<file path="src/adcc_regs.vh">
`ifndef ADCC_REGS_VH
`define ADCC_REGS_VH
// register byte offsets
`define ADCC_CTRL_OFS      8'h00
`define ADCC_RES_HIGH_OFS  8'h04
`define ADCC_RES_LOW_OFS   8'h08
`define ADCC_STAT_OFS      8'h0C
`define ADCC_MASK_OFS      8'h10
`define ADCC_CMD_OFS       8'h14
`define ADCC_PINSEL_OFS    8'h18
// converter_control fields
`define ADCC_PU_BIT        7
`define ADCC_JUST_BIT      6
`define ADCC_RESOLUTION_SELECT_BIT      5
`define ADCC_SGN_BIT       4
`define ADCC_PRS_MSB       3
`define ADCC_PRS_LSB       0
`define ADCC_CTRL_RST      8'h00
// command fields
`define ADCC_CMD_START_BIT 0
`define ADCC_CMD_CONT_BIT  1
`define ADCC_CMD_CH_MSB    6
`define ADCC_CMD_CH_LSB    4
// status / mask fields
`define ADCC_ST_DONE_BIT   0
`define ADCC_ST_ABORT_BIT  1
`define ADCC_PINSEL_RST    8'h00
// timing: 10-bit conversion time at reference conversion clock
`define ADCC_CONV_TIME_NS  14000
`define ADCC_CONV_REF_KHZ  2000
`define ADCC_CONV_CLKS     ((`ADCC_CONV_TIME_NS*`ADCC_CONV_REF_KHZ)/1000000)
`define ADCC_RES_BITS      10
`define ADCC_SAMPLE_CLKS   (`ADCC_CONV_CLKS-`ADCC_RES_BITS)
// axi responses
`define ADCC_RESP_OKAY     2'h0
`define ADCC_RESP_SLVERR   2'h2
`endif

</file>
<file path="src/adcc_prescaler.v">
`timescale 1ns/1ps
`default_nettype none
module adcc_prescaler
(
  input  wire       clk,      // bus clock
  input  wire       resetn,   // async reset, active low
  input  wire       run,      // conversion clock allowed
  input  wire [3:0] prescale_select,      // prescale_select
  output reg        tick,     // one-cycle pulse per conversion clock
  output reg        conv_clk  // divided conversion clock
);
  reg [3:0] cnt_r;

  // period is (prs+1)*2 bus clocks; stopped and low while not running
  always @(posedge clk or negedge resetn)
  begin
    if (!resetn)
    begin
      cnt_r    <= 4'h0;
      conv_clk <= 1'b0;
      tick     <= 1'b0;
    end
    else if (!run)
    begin
      cnt_r    <= 4'h0;
      conv_clk <= 1'b0;
      tick     <= 1'b0;
    end
    // lowering prescale mid-count must not let the counter wrap round
    else if (cnt_r >= prescale_select)
    begin
      cnt_r    <= 4'h0;
      conv_clk <= ~conv_clk;
      tick     <= ~conv_clk;
    end
    else
    begin
      cnt_r <= cnt_r + 4'h1;
      tick  <= 1'b0;
    end
  end
endmodule // adcc_prescaler
`default_nettype wire

</file>
<file path="src/adcc_format.v">
`timescale 1ns/1ps
`default_nettype none
module adcc_format
(
  input  wire [9:0] raw,      // 10-bit conversion code
  input  wire       justify,  // justify_select, 1 = right
  input  wire       resolution_select,     // resolution_select, 1 = 8-bit
  input  wire       signed_select,      // signed_select
  output reg  [7:0] high,     // result_high value
  output reg  [7:0] low       // result_low value
);
  reg [9:0] code;

  always @*
  begin
    code = raw;
    // justify bit set means sign ignored, 8-bit results included
    if (signed_select && !justify)
      code[9] = ~raw[9];
    if (resolution_select)
    begin
      high = code[9:2];
      low  = 8'h00;
    end
    else if (justify)
    begin
      high = {6'h00, code[9:8]};
      low  = code[7:0];
    end
    else
    begin
      high = code[9:2];
      low  = {code[1:0], 6'h00};
    end
  end
endmodule // adcc_format
`default_nettype wire

</file>
<file path="src/adcc_top.v">
`timescale 1ns/1ps
`default_nettype none
`include "adcc_regs.vh"
module adcc_top
(
  input  wire        clk,            // bus clock, 40 MHz
  input  wire        resetn,         // async reset, active low
  input  wire [7:0]  s_axi_awaddr,   // write address
  input  wire        s_axi_awvalid,  // write address valid
  output reg         s_axi_awready,  // write address ready
  input  wire [31:0] s_axi_wdata,    // write data
  input  wire [3:0]  s_axi_wstrb,    // write strobes
  input  wire        s_axi_wvalid,   // write data valid
  output reg         s_axi_wready,   // write data ready
  output reg  [1:0]  s_axi_bresp,    // write response
  output reg         s_axi_bvalid,   // write response valid
  input  wire        s_axi_bready,   // write response ready
  input  wire [7:0]  s_axi_araddr,   // read address
  input  wire        s_axi_arvalid,  // read address valid
  output reg         s_axi_arready,  // read address ready
  output reg  [31:0] s_axi_rdata,    // read data
  output reg  [1:0]  s_axi_rresp,    // read response
  output reg         s_axi_rvalid,   // read data valid
  input  wire        s_axi_rready,   // read data ready
  input  wire        stop_mode,      // mcu in stop mode, level
  input  wire        comp_in,        // comparator: input above dac trial
  output reg         analog_en,      // analog circuitry powered
  output wire        conv_clk,       // conversion clock to analog core
  output reg         sample_en,      // sample-and-hold tracking
  output reg  [2:0]  chan_sel,       // analog multiplexer channel
  output reg  [9:0]  dac_code,       // sar trial code
  output reg  [7:0]  pin_analog,     // per-pin analog function enable
  output reg         irq             // level interrupt
);
  localparam [2:0] ST_IDLE   = 3'b001;
  localparam [2:0] ST_SAMPLE = 3'b010;
  localparam [2:0] ST_CONV   = 3'b100;
  localparam integer SAMPLE_N  = `ADCC_SAMPLE_CLKS - 1;
  localparam [4:0] SAMPLE_LAST = SAMPLE_N[4:0];
  reg  [7:0]  ctrl_r, res_high_r, res_low_r;
  reg  [1:0]  stat_r, mask_r;
  reg         cont_r, aw_full_r, w_full_r;
  reg  [2:0]  state_r;
  reg  [4:0]  cnt_r;
  reg  [9:0]  bit_r, sar_r;
  reg  [7:0]  aw_addr_r;
  reg  [31:0] w_data_r;
  reg  [3:0]  w_strb_r;
  wire        tick, wr_go, wr_lane0, ctrl_wr, cmd_wr;
  wire        powered, abort, busy, done, rd_go, stat_rd;
  wire [9:0]  final_code;
  wire [7:0]  fmt_high, fmt_low;
  wire [1:0]  evt;
  function mapped;
    input [7:0] a;
    begin
      mapped = (a == `ADCC_CTRL_OFS) || (a == `ADCC_RES_HIGH_OFS) ||
               (a == `ADCC_RES_LOW_OFS) || (a == `ADCC_STAT_OFS) ||
               (a == `ADCC_MASK_OFS) || (a == `ADCC_CMD_OFS) ||
               (a == `ADCC_PINSEL_OFS);
    end
  endfunction

  ////////////////////////////////////////////////////////////////////////////
  // axi4-lite write path: address and data taken in either order
  assign wr_go    = aw_full_r && w_full_r && !s_axi_bvalid;
  assign wr_lane0 = wr_go && w_strb_r[0];
  assign ctrl_wr  = wr_lane0 && (aw_addr_r == `ADCC_CTRL_OFS);
  assign cmd_wr   = wr_lane0 && (aw_addr_r == `ADCC_CMD_OFS);

  always @(posedge clk or negedge resetn)
  begin
    if (!resetn)
    begin
      aw_full_r     <= 1'b0;
      aw_addr_r     <= 8'h00;
      w_full_r      <= 1'b0;
      w_data_r      <= 32'h0000_0000;
      w_strb_r      <= 4'h0;
      s_axi_awready <= 1'b0;
      s_axi_wready  <= 1'b0;
      s_axi_bvalid  <= 1'b0;
      s_axi_bresp   <= `ADCC_RESP_OKAY;
    end
    else
    begin
      s_axi_awready <= !aw_full_r && !s_axi_awready && !s_axi_bvalid;
      s_axi_wready  <= !w_full_r && !s_axi_wready && !s_axi_bvalid;
      if (s_axi_awvalid && s_axi_awready)
      begin
        aw_full_r <= 1'b1;
        aw_addr_r <= s_axi_awaddr;
      end
      if (s_axi_wvalid && s_axi_wready)
      begin
        w_full_r <= 1'b1;
        w_data_r <= s_axi_wdata;
        w_strb_r <= s_axi_wstrb;
      end
      if (wr_go)
      begin
        aw_full_r    <= 1'b0;
        w_full_r     <= 1'b0;
        s_axi_bvalid <= 1'b1;
        s_axi_bresp  <= mapped(aw_addr_r) ? `ADCC_RESP_OKAY
                                          : `ADCC_RESP_SLVERR;
      end
      else if (s_axi_bvalid && s_axi_bready)
        s_axi_bvalid <= 1'b0;
    end
  end

  ////////////////////////////////////////////////////////////////////////////
  // writable registers; all stay accessible while powered down
  always @(posedge clk or negedge resetn)
  begin
    if (!resetn)
    begin
      ctrl_r     <= `ADCC_CTRL_RST;
      mask_r     <= 2'h0;
      pin_analog <= `ADCC_PINSEL_RST;
      chan_sel   <= 3'h0;
      cont_r     <= 1'b0;
    end
    else if (wr_lane0)
    begin
      case (aw_addr_r)
        `ADCC_CTRL_OFS:   ctrl_r <= w_data_r[7:0];
        `ADCC_MASK_OFS:   mask_r <= w_data_r[1:0];
        `ADCC_PINSEL_OFS: pin_analog <= w_data_r[7:0];
        `ADCC_CMD_OFS:
        begin
          cont_r   <= w_data_r[`ADCC_CMD_CONT_BIT];
          chan_sel <= w_data_r[`ADCC_CMD_CH_MSB:`ADCC_CMD_CH_LSB];
        end
        default: ;
      endcase
    end
  end

  ////////////////////////////////////////////////////////////////////////////
  // power and conversion clock
  // stop only masks the power bit, so it comes back on exit by itself
  assign powered = ctrl_r[`ADCC_PU_BIT] && !stop_mode;

  always @(posedge clk or negedge resetn)
  begin
    if (!resetn)
      analog_en <= 1'b0;
    else
      analog_en <= powered;
  end

  adcc_prescaler u_prescaler
  (
    .clk      (clk),
    .resetn   (resetn),
    .run      (powered),
    .prescale_select      (ctrl_r[`ADCC_PRS_MSB:`ADCC_PRS_LSB]),
    .tick     (tick),
    .conv_clk (conv_clk)
  );

  ////////////////////////////////////////////////////////////////////////////
  // successive approximation sequencer
  assign busy  = (state_r != ST_IDLE);
  assign abort = busy && (ctrl_wr || !powered);
  assign done  = (state_r == ST_CONV) && tick && bit_r[0] && !abort;
  assign final_code = comp_in ? sar_r : (sar_r & ~bit_r);

  always @(posedge clk or negedge resetn)
  begin
    if (!resetn)
    begin
      state_r   <= ST_IDLE;
      cnt_r     <= 5'h00;
      bit_r     <= 10'h000;
      sar_r     <= 10'h000;
      sample_en <= 1'b0;
      dac_code  <= 10'h000;
    end
    else
    begin
      case (state_r)
        ST_IDLE:
        begin
          // only an explicit start command launches a conversion
          if (cmd_wr && w_data_r[`ADCC_CMD_START_BIT] && powered)
          begin
            state_r   <= ST_SAMPLE;
            cnt_r     <= 5'h00;
            sample_en <= 1'b1;
          end
        end
        ST_SAMPLE:
        begin
          if (abort)
          begin
            state_r   <= ST_IDLE;
            sample_en <= 1'b0;
          end
          else if (tick)
          begin
            if (cnt_r == SAMPLE_LAST)
            begin
              state_r   <= ST_CONV;
              sample_en <= 1'b0;
              bit_r     <= 10'h200;
              sar_r     <= 10'h200;
              dac_code  <= 10'h200;
            end
            else
              cnt_r <= cnt_r + 5'h01;
          end
        end
        ST_CONV:
        begin
          if (abort)
          begin
            state_r  <= ST_IDLE;
            dac_code <= 10'h000;
          end
          else if (tick)
          begin
            if (bit_r[0])
            begin
              // continuous mode re-samples straight away
              state_r   <= cont_r ? ST_SAMPLE : ST_IDLE;
              sample_en <= cont_r;
              cnt_r     <= 5'h00;
              dac_code  <= 10'h000;
            end
            else
            begin
              bit_r    <= bit_r >> 1;
              sar_r    <= final_code | (bit_r >> 1);
              dac_code <= final_code | (bit_r >> 1);
            end
          end
        end
        default:
        begin
          state_r   <= ST_IDLE;
          sample_en <= 1'b0;
        end
      endcase
    end
  end

  ////////////////////////////////////////////////////////////////////////////
  // result formatting and latching
  adcc_format u_format
  (
    .raw     (final_code),
    .justify (ctrl_r[`ADCC_JUST_BIT]),
    .resolution_select    (ctrl_r[`ADCC_RESOLUTION_SELECT_BIT]),
    .signed_select     (ctrl_r[`ADCC_SGN_BIT]),
    .high    (fmt_high),
    .low     (fmt_low)
  );

  // both bytes in the same edge so a read never mixes two conversions
  always @(posedge clk or negedge resetn)
  begin
    if (!resetn)
    begin
      res_high_r <= 8'h00;
      res_low_r  <= 8'h00;
    end
    else if (done)
    begin
      res_high_r <= fmt_high;
      res_low_r  <= fmt_low;
    end
  end

  ////////////////////////////////////////////////////////////////////////////
  // read path, status and interrupt
  assign rd_go   = s_axi_arvalid && s_axi_arready;
  assign stat_rd = rd_go && (s_axi_araddr == `ADCC_STAT_OFS);
  assign evt     = {abort, done};

  always @(posedge clk or negedge resetn)
  begin
    if (!resetn)
    begin
      s_axi_arready <= 1'b0;
      s_axi_rvalid  <= 1'b0;
      s_axi_rdata   <= 32'h0000_0000;
      s_axi_rresp   <= `ADCC_RESP_OKAY;
      stat_r        <= 2'h0;
      irq           <= 1'b0;
    end
    else
    begin
      s_axi_arready <= !s_axi_arready && !s_axi_rvalid;
      if (rd_go)
      begin
        s_axi_rvalid <= 1'b1;
        s_axi_rresp  <= mapped(s_axi_araddr) ? `ADCC_RESP_OKAY
                                             : `ADCC_RESP_SLVERR;
        case (s_axi_araddr)
          `ADCC_CTRL_OFS:     s_axi_rdata <= {24'h000000, ctrl_r};
          `ADCC_RES_HIGH_OFS: s_axi_rdata <= {24'h000000, res_high_r};
          `ADCC_RES_LOW_OFS:  s_axi_rdata <= {24'h000000, res_low_r};
          `ADCC_STAT_OFS:     s_axi_rdata <= {30'h00000000, stat_r};
          `ADCC_MASK_OFS:     s_axi_rdata <= {30'h00000000, mask_r};
          `ADCC_CMD_OFS:
            s_axi_rdata <= {25'h0000000, chan_sel, 2'h0, cont_r, busy};
          `ADCC_PINSEL_OFS:   s_axi_rdata <= {24'h000000, pin_analog};
          default:            s_axi_rdata <= 32'h0000_0000;
        endcase
      end
      else if (s_axi_rvalid && s_axi_rready)
        s_axi_rvalid <= 1'b0;
      // new event beats the clear-on-read in the same cycle
      stat_r <= (stat_rd ? 2'h0 : stat_r) | evt;
      irq    <= |(((stat_rd ? 2'h0 : stat_r) | evt) & mask_r);
    end
  end
endmodule // adcc_top
`default_nettype wire

</file>
<file path="config.mk">
export PLATFORM = sky130hd
export DESIGN_NAME = adcc_top
export DESIGN_NICKNAME = d
export VERILOG_FILES = /design/src/adcc_prescaler.v /design/src/adcc_format.v /design/src/adcc_top.v
export VERILOG_INCLUDE_DIRS = /design/src /design/src/src
export SDC_FILE = /design/constraint.sdc
export NUM_CORES = 1
export LEC_CHECK = 0
export BUFFER_PORTS_ARGS = -buffer_cell sky130_fd_sc_hd__buf_2
export CAP_MARGIN = 15
export CORE_ASPECT_RATIO = 1.5
export CORE_MARGIN = 1.5
export CORE_UTILIZATION = 57
export CTS_BUF_LIST = sky130_fd_sc_hd__clkbuf_8
export DETAILED_ROUTE_END_ITERATION = 6
export PLACE_DENSITY_LB_ADDON = 0.3
export SKIP_LAST_GASP = 1
export SYNTH_ARGS = -nofsm -noshare
export SYNTH_HDL_FRONTEND = slang
export SYNTH_HIERARCHICAL = 1
export SYNTH_SLANG_ARGS = --single-unit
</file>
<file path="constraint.sdc">
create_clock -name clk -period 5.37 [get_ports clk]
set_input_delay 0.537 -clock clk [delete_from_list [all_inputs] [get_ports clk]]
set_output_delay 0.537 -clock clk [all_outputs]
set_load 0.02 [all_outputs]
</file>
==> run_summary.xml <==
<?xml version="1.0" encoding="UTF-8"?>
<metrics>
  <group name="pwr">
    <metric name="share_comb_of_total_power" unit="%">14.3</metric>
    <metric name="netSwitchingFraction" unit="%">27.77</metric>
    <metric name="net-switching-power" unit="W">0.0006936</metric>
    <metric name="post_layout_total_power" unit="W">0.002497</metric>
    <metric name="power_frac_seq" unit="%">46.4</metric>
    <metric name="internal-power" unit="W">0.001804</metric>
    <metric name="power_frac_clock" unit="%">39.3</metric>
    <metric name="ir_worst_vdd" unit="uV">243.8</metric>
    <metric name="cellPowerDensity" unit="nW/um^2">369.9</metric>
    <metric name="power.leakage" unit="nW">3.401</metric>
  </group>
  <group name="clock_tree">
    <metric name="cts_post_setup_buffers_inserted" unit="">0</metric>
    <metric name="clock_sinks" unit="">121</metric>
    <metric name="htree_levels" unit="">4</metric>
    <metric name="clockBufferDepth" unit="">2</metric>
    <metric name="ctsRootBufferMaster" unit="">sky130_fd_sc_hd__clkbuf_8</metric>
    <metric name="numCtsBuffers" unit="">17</metric>
    <metric name="cts_resized" unit="">0</metric>
    <metric name="cts_tree" unit="">done</metric>
    <metric name="clk_pin_slew" unit="ps">70</metric>
    <metric name="cts-hold-fix-buffers" unit="">0</metric>
    <metric name="clkLatencyLatePin" unit="ps">440</metric>
  </group>
  <group name="placed_design">
    <metric name="instance_count_after_placement_with_tap_cells_included" unit="">683</metric>
    <metric name="post_dp_cell_area" unit="sq um">6265</metric>
    <metric name="hpwl" unit="mm">8.959</metric>
    <metric name="globalplace.congestion" unit="">0.8857</metric>
    <metric name="numPortBuffers" unit="">73</metric>
  </group>
  <group name="synthesis">
    <metric name="synthDominantAreaCellType" unit="">sky130_fd_sc_hd__dfrtp_1</metric>
    <metric name="post_synth_fa_ha_maj_area_fraction" unit="%">1.474</metric>
    <metric name="synth_register_bits" unit="">121</metric>
    <metric name="yosys_most_used_dff" unit="">sky130_fd_sc_hd__dfrtp_1</metric>
    <metric name="post_synth_inst_count" unit="">508</metric>
    <metric name="synthSimpleGateAreaFrac" unit="%">14.20</metric>
    <metric name="ys.warnings.count" unit="">6</metric>
    <metric name="synthMuxAreaShare" unit="%">12.95</metric>
    <metric name="area_fraction_of_the_dominant_cell_type_after_synthesis" unit="%">50.55</metric>
    <metric name="synth.area.top_cells" unit="">sky130_fd_sc_hd__dfrtp_1 51%, sky130_fd_sc_hd__mux2_2 6.6%, sky130_fd_sc_hd__mux2_4 4.0%, sky130_fd_sc_hd__buf_4 3.4%, sky130_fd_sc_hd__nand2_1 2.9%</metric>
    <metric name="synth_seq_area_share" unit="%">50.99</metric>
    <metric name="synth-xor-area-share" unit="%">0.5897</metric>
    <metric name="async_reset_ff_share" unit="%">100.0</metric>
    <metric name="mean_cell_area_of_the_mapped_netlist" unit="sq um">11.69</metric>
    <metric name="share_of_the_synthesized_area_in_compound_gates_ao_oa_aoi_oai" unit="%">13.75</metric>
    <metric name="yosys.cell_types.count" unit="">68</metric>
    <metric name="synth_edf_count" unit="">0</metric>
    <metric name="combinational_family_with_the_most_area_after_synthesis" unit="">simple AND/OR/NAND/NOR gates</metric>
    <metric name="syn-cell-area" unit="sq um">5941</metric>
  </group>
  <group name="sta">
    <metric name="finalCriticalPeriod" unit="ps">2375</metric>
    <metric name="max_freq" unit="GHz">0.4211</metric>
    <metric name="timing.hold.ws" unit="ps">213.9</metric>
    <metric name="final_period_utilization" unit="%">44.22</metric>
    <metric name="rsz0062_at_grt" unit="">no</metric>
    <metric name="slew_viol_final" unit="">0</metric>
    <metric name="skew" unit="ps">5.729</metric>
    <metric name="worst_pin_slew" unit="ps">984.3</metric>
    <metric name="final-setup-viol-count" unit="">0</metric>
    <metric name="totalNegativeSetupSlack" unit="ps">0</metric>
    <metric name="slew_headroom" unit="%">34.24</metric>
    <metric name="hold_viol" unit="">0</metric>
  </group>
  <group name="worst_setup_path">
    <metric name="path_class" unit="">register to register</metric>
    <metric name="critPathArrivalTime" unit="ps">2700</metric>
    <metric name="critical_path.startpoint_type" unit="">register</metric>
    <metric name="worst_ep_required_time" unit="ps">5700</metric>
    <metric name="worstPathCellList" unit="">nor3b_2, and3_1, mux2_2</metric>
    <metric name="path_max_fanout" unit="">17</metric>
    <metric name="cpMaxStageDelayCell" unit="">sky130_fd_sc_hd__and3_1</metric>
    <metric name="timing.critical_path.slowest_cell_delay" unit="ps">870</metric>
    <metric name="end_kind" unit="">register</metric>
    <metric name="crit-reg2reg-launch" unit="">state_r[1]$_DFFE_PN0P_</metric>
    <metric name="crit_start" unit="">state_r[1]$_DFFE_PN0P_</metric>
  </group>
  <group name="layout">
    <metric name="most-common-layout-cells" unit="">120 x sky130_fd_sc_hd__dfrtp_1, 72 x sky130_fd_sc_hd__buf_2, 46 x sky130_fd_sc_hd__nand2_1, 35 x sky130_fd_sc_hd__mux2_2, 28 x sky130_fd_sc_hd__o21ai_0</metric>
    <metric name="num-nets-final" unit="">653</metric>
    <metric name="n_fill_cell" unit="">759</metric>
    <metric name="diodes" unit="">0</metric>
    <metric name="layout-area-overhead-vs-synth" unit="%">13.63</metric>
    <metric name="drive_above_1_share" unit="%">31.77</metric>
    <metric name="fin_area" unit="sq um">6750</metric>
    <metric name="layout_commonest_cell" unit="">sky130_fd_sc_hd__dfrtp_1</metric>
    <metric name="finish.cell_count_without_fillers" unit="">715</metric>
  </group>
  <group name="floorplanning">
    <metric name="design.die.area" unit="sq um">11060</metric>
    <metric name="initial_util" unit="%">58.62</metric>
    <metric name="fp.dieH" unit="microns">128.0</metric>
    <metric name="die_width" unit="microns">86.36</metric>
    <metric name="core_region_area" unit="sq um">10130</metric>
    <metric name="rows" unit="">45</metric>
    <metric name="io-pin-count" unit="">127</metric>
  </group>
  <group name="detailed_routing">
    <metric name="routedWlPerCell" unit="microns">17.22</metric>
    <metric name="total_wirelength_of_the_detailed_routed_design" unit="mm">12.31</metric>
    <metric name="vias" unit="">4189</metric>
    <metric name="detail_route.vias_per_cell" unit="">5.859</metric>
    <metric name="drtIter0Drc" unit="">278</metric>
    <metric name="post-route-drc-count" unit="">0</metric>
    <metric name="first_pass_iters" unit="">5</metric>
    <metric name="antenna_violating_nets_post_route" unit="">0</metric>
  </group>
  <group name="global_routing">
    <metric name="grtUsageTotal" unit="%">24.16</metric>
    <metric name="grt_max_degree" unit="">72</metric>
    <metric name="grt_antenna_before_repair" unit="">0</metric>
    <metric name="grt_first_pass_wirelength" unit="mm">20.42</metric>
    <metric name="number_of_global_route_vias_before_repair" unit="">4183</metric>
    <metric name="global_route.overflow_total" unit="">0</metric>
  </group>
  <group name="flow_run">
    <metric name="drv.max_cap_violation_count" unit="">0</metric>
  </group>
  <group name="outcome">
    <metric name="outcome" unit="">finished, final reports clean</metric>
  </group>
  <group name="min_path">
    <metric name="hp-class" unit="">input port to async pin</metric>
  </group>
</metrics>
-- cell families after synthesis --
kind of cell,after synthesis
adders and majority gates,7
and+or+nand+nor,142
other,1
buffers and inverters,58
muxes,62
AOI/OAI and AO/OA,113
DFF,121
xor gates and xnor gates,4
-- per-stage QoR --
step           util (%)  worst slack [ps]
2_1_floorplan         -              3402
3_3_place_gp      61.81              3048
4_1_cts           66.60              2997
3_5_place_dp      61.81              3001
6_report          66.60              2995
5_1_grt           66.60              2855
-- registers in the layout, summed over array words and instances (netlist names), 2 cells and up --
signal,count
chan_sel,3
pin_analog,8
dac_code,10
sar_r,10
res_low_r,8
s_axi_rdata,8
stat_r,2
cnt_r,5
mask_r,2
res_high_r,8
u_prescaler/cnt_r,4
w_data_r,8
ctrl_r,8
state_r,3
aw_addr_r,8
bit_r,10
-- power groups by stage --
| stage | combinational, W | clock (W) | sequential (W) |
|---|---|---|---|
| after global placement | 0.000346 | 0 | 0.00117 |
| after detailed placement | 0.000362 | 0 | 0.00117 |
| after CTS | 0.000363 | 0.00100 | 0.00116 |
| final | 0.000357 | 0.000982 | 0.00116 |
| after floorplan | 0.000243 | 0 | 0.00117 |
| after global routing | 0.000390 | 0.00104 | 0.00117 |
-- worst paths after layout --
path	to	slack [ps]	cells past startpoint
setup / recovery	res_low_r[4]$_DFFE_PN0P_	3000	3
hold / removal	pin_analog[3]$_DFFE_PN0P_	210	1
setup reg to reg	res_low_r[4]$_DFFE_PN0P_	3000	3
hold reg to reg	s_axi_arready$_DFF_PN0_	450	1
max in group asynchronous	irq$_DFF_PN0_	3980	2
min in group clk	s_axi_bvalid$_DFFE_PN0P_	290	2
-- Yosys cell counts, types with 2 or more instances --
library cell,number
sky130_fd_sc_hd__nor3_1,8
sky130_fd_sc_hd__a22o_1,14
sky130_fd_sc_hd__nor2b_1,3
sky130_fd_sc_hd__clkbuf_1,5
sky130_fd_sc_hd__a21oi_1,7
sky130_fd_sc_hd__o21ai_2,2
sky130_fd_sc_hd__nand4_1,3
sky130_fd_sc_hd__a21o_1,15
sky130_fd_sc_hd__or3_1,2
sky130_fd_sc_hd__nand3_1,14
sky130_fd_sc_hd__o22ai_1,2
sky130_fd_sc_hd__xor2_1,2
sky130_fd_sc_hd__mux4_2,2
sky130_fd_sc_hd__nor2_1,21
sky130_fd_sc_hd__a31oi_1,4
sky130_fd_sc_hd__dfrtp_1,120
sky130_fd_sc_hd__and3_1,5
sky130_fd_sc_hd__and4_1,2
sky130_fd_sc_hd__o21ba_2,6
sky130_fd_sc_hd__mux2_2,35
sky130_fd_sc_hd__mux2_4,16
sky130_fd_sc_hd__o21ai_0,28
sky130_fd_sc_hd__inv_1,17
sky130_fd_sc_hd__a21boi_0,9
sky130_fd_sc_hd__xnor2_1,2
sky130_fd_sc_hd__nand2b_4,2
sky130_fd_sc_hd__o21a_1,5
sky130_fd_sc_hd__and2_2,5
sky130_fd_sc_hd__buf_6,4
sky130_fd_sc_hd__o211ai_1,2
sky130_fd_sc_hd__buf_4,27
sky130_fd_sc_hd__a22oi_1,11
sky130_fd_sc_hd__nand2b_1,2
sky130_fd_sc_hd__mux2i_1,9
sky130_fd_sc_hd__o2bb2ai_1,2
sky130_fd_sc_hd__ha_1,7
sky130_fd_sc_hd__and2_1,8
sky130_fd_sc_hd__nand2_1,46
sky130_fd_sc_hd__nor3_2,2
sky130_fd_sc_hd__buf_2,4
-- worst max-delay path: cells and delay by family, from the launching register on --
family	cells	cell delay [ps]
muxes	1	420
DFF	1	450
and+or+nand+nor	2	1380
-- per-layer routing --
layer | GRT usage [%] | vias to the layer above | share of wire [%]
met4 | 10.82 | 0 | 3.5
met1 | 28.63 | 2078 | 41
li1 | - | 1922 | -
met5 | 0 | - | 0
met2 | 40.99 | 161 | 51
met3 | 6.246 | 28 | 5.2
-- layout make-up --
type / count / area, sq um / area share [%]
repair buffers: 74 / 375.4 / 5.561
multi-input cells: 354 / 2650 / 39.26
flip-flops and latches: 121 / 3029 / 44.87
clock buffers: 19 / 261.5 / 3.874
inverters: 17 / 63.81 / 0.9453
well taps: 117 / 146.4 / 2.169
clock inverters: 13 / 224.0 / 3.318
(Power assumes the default switching activity.)
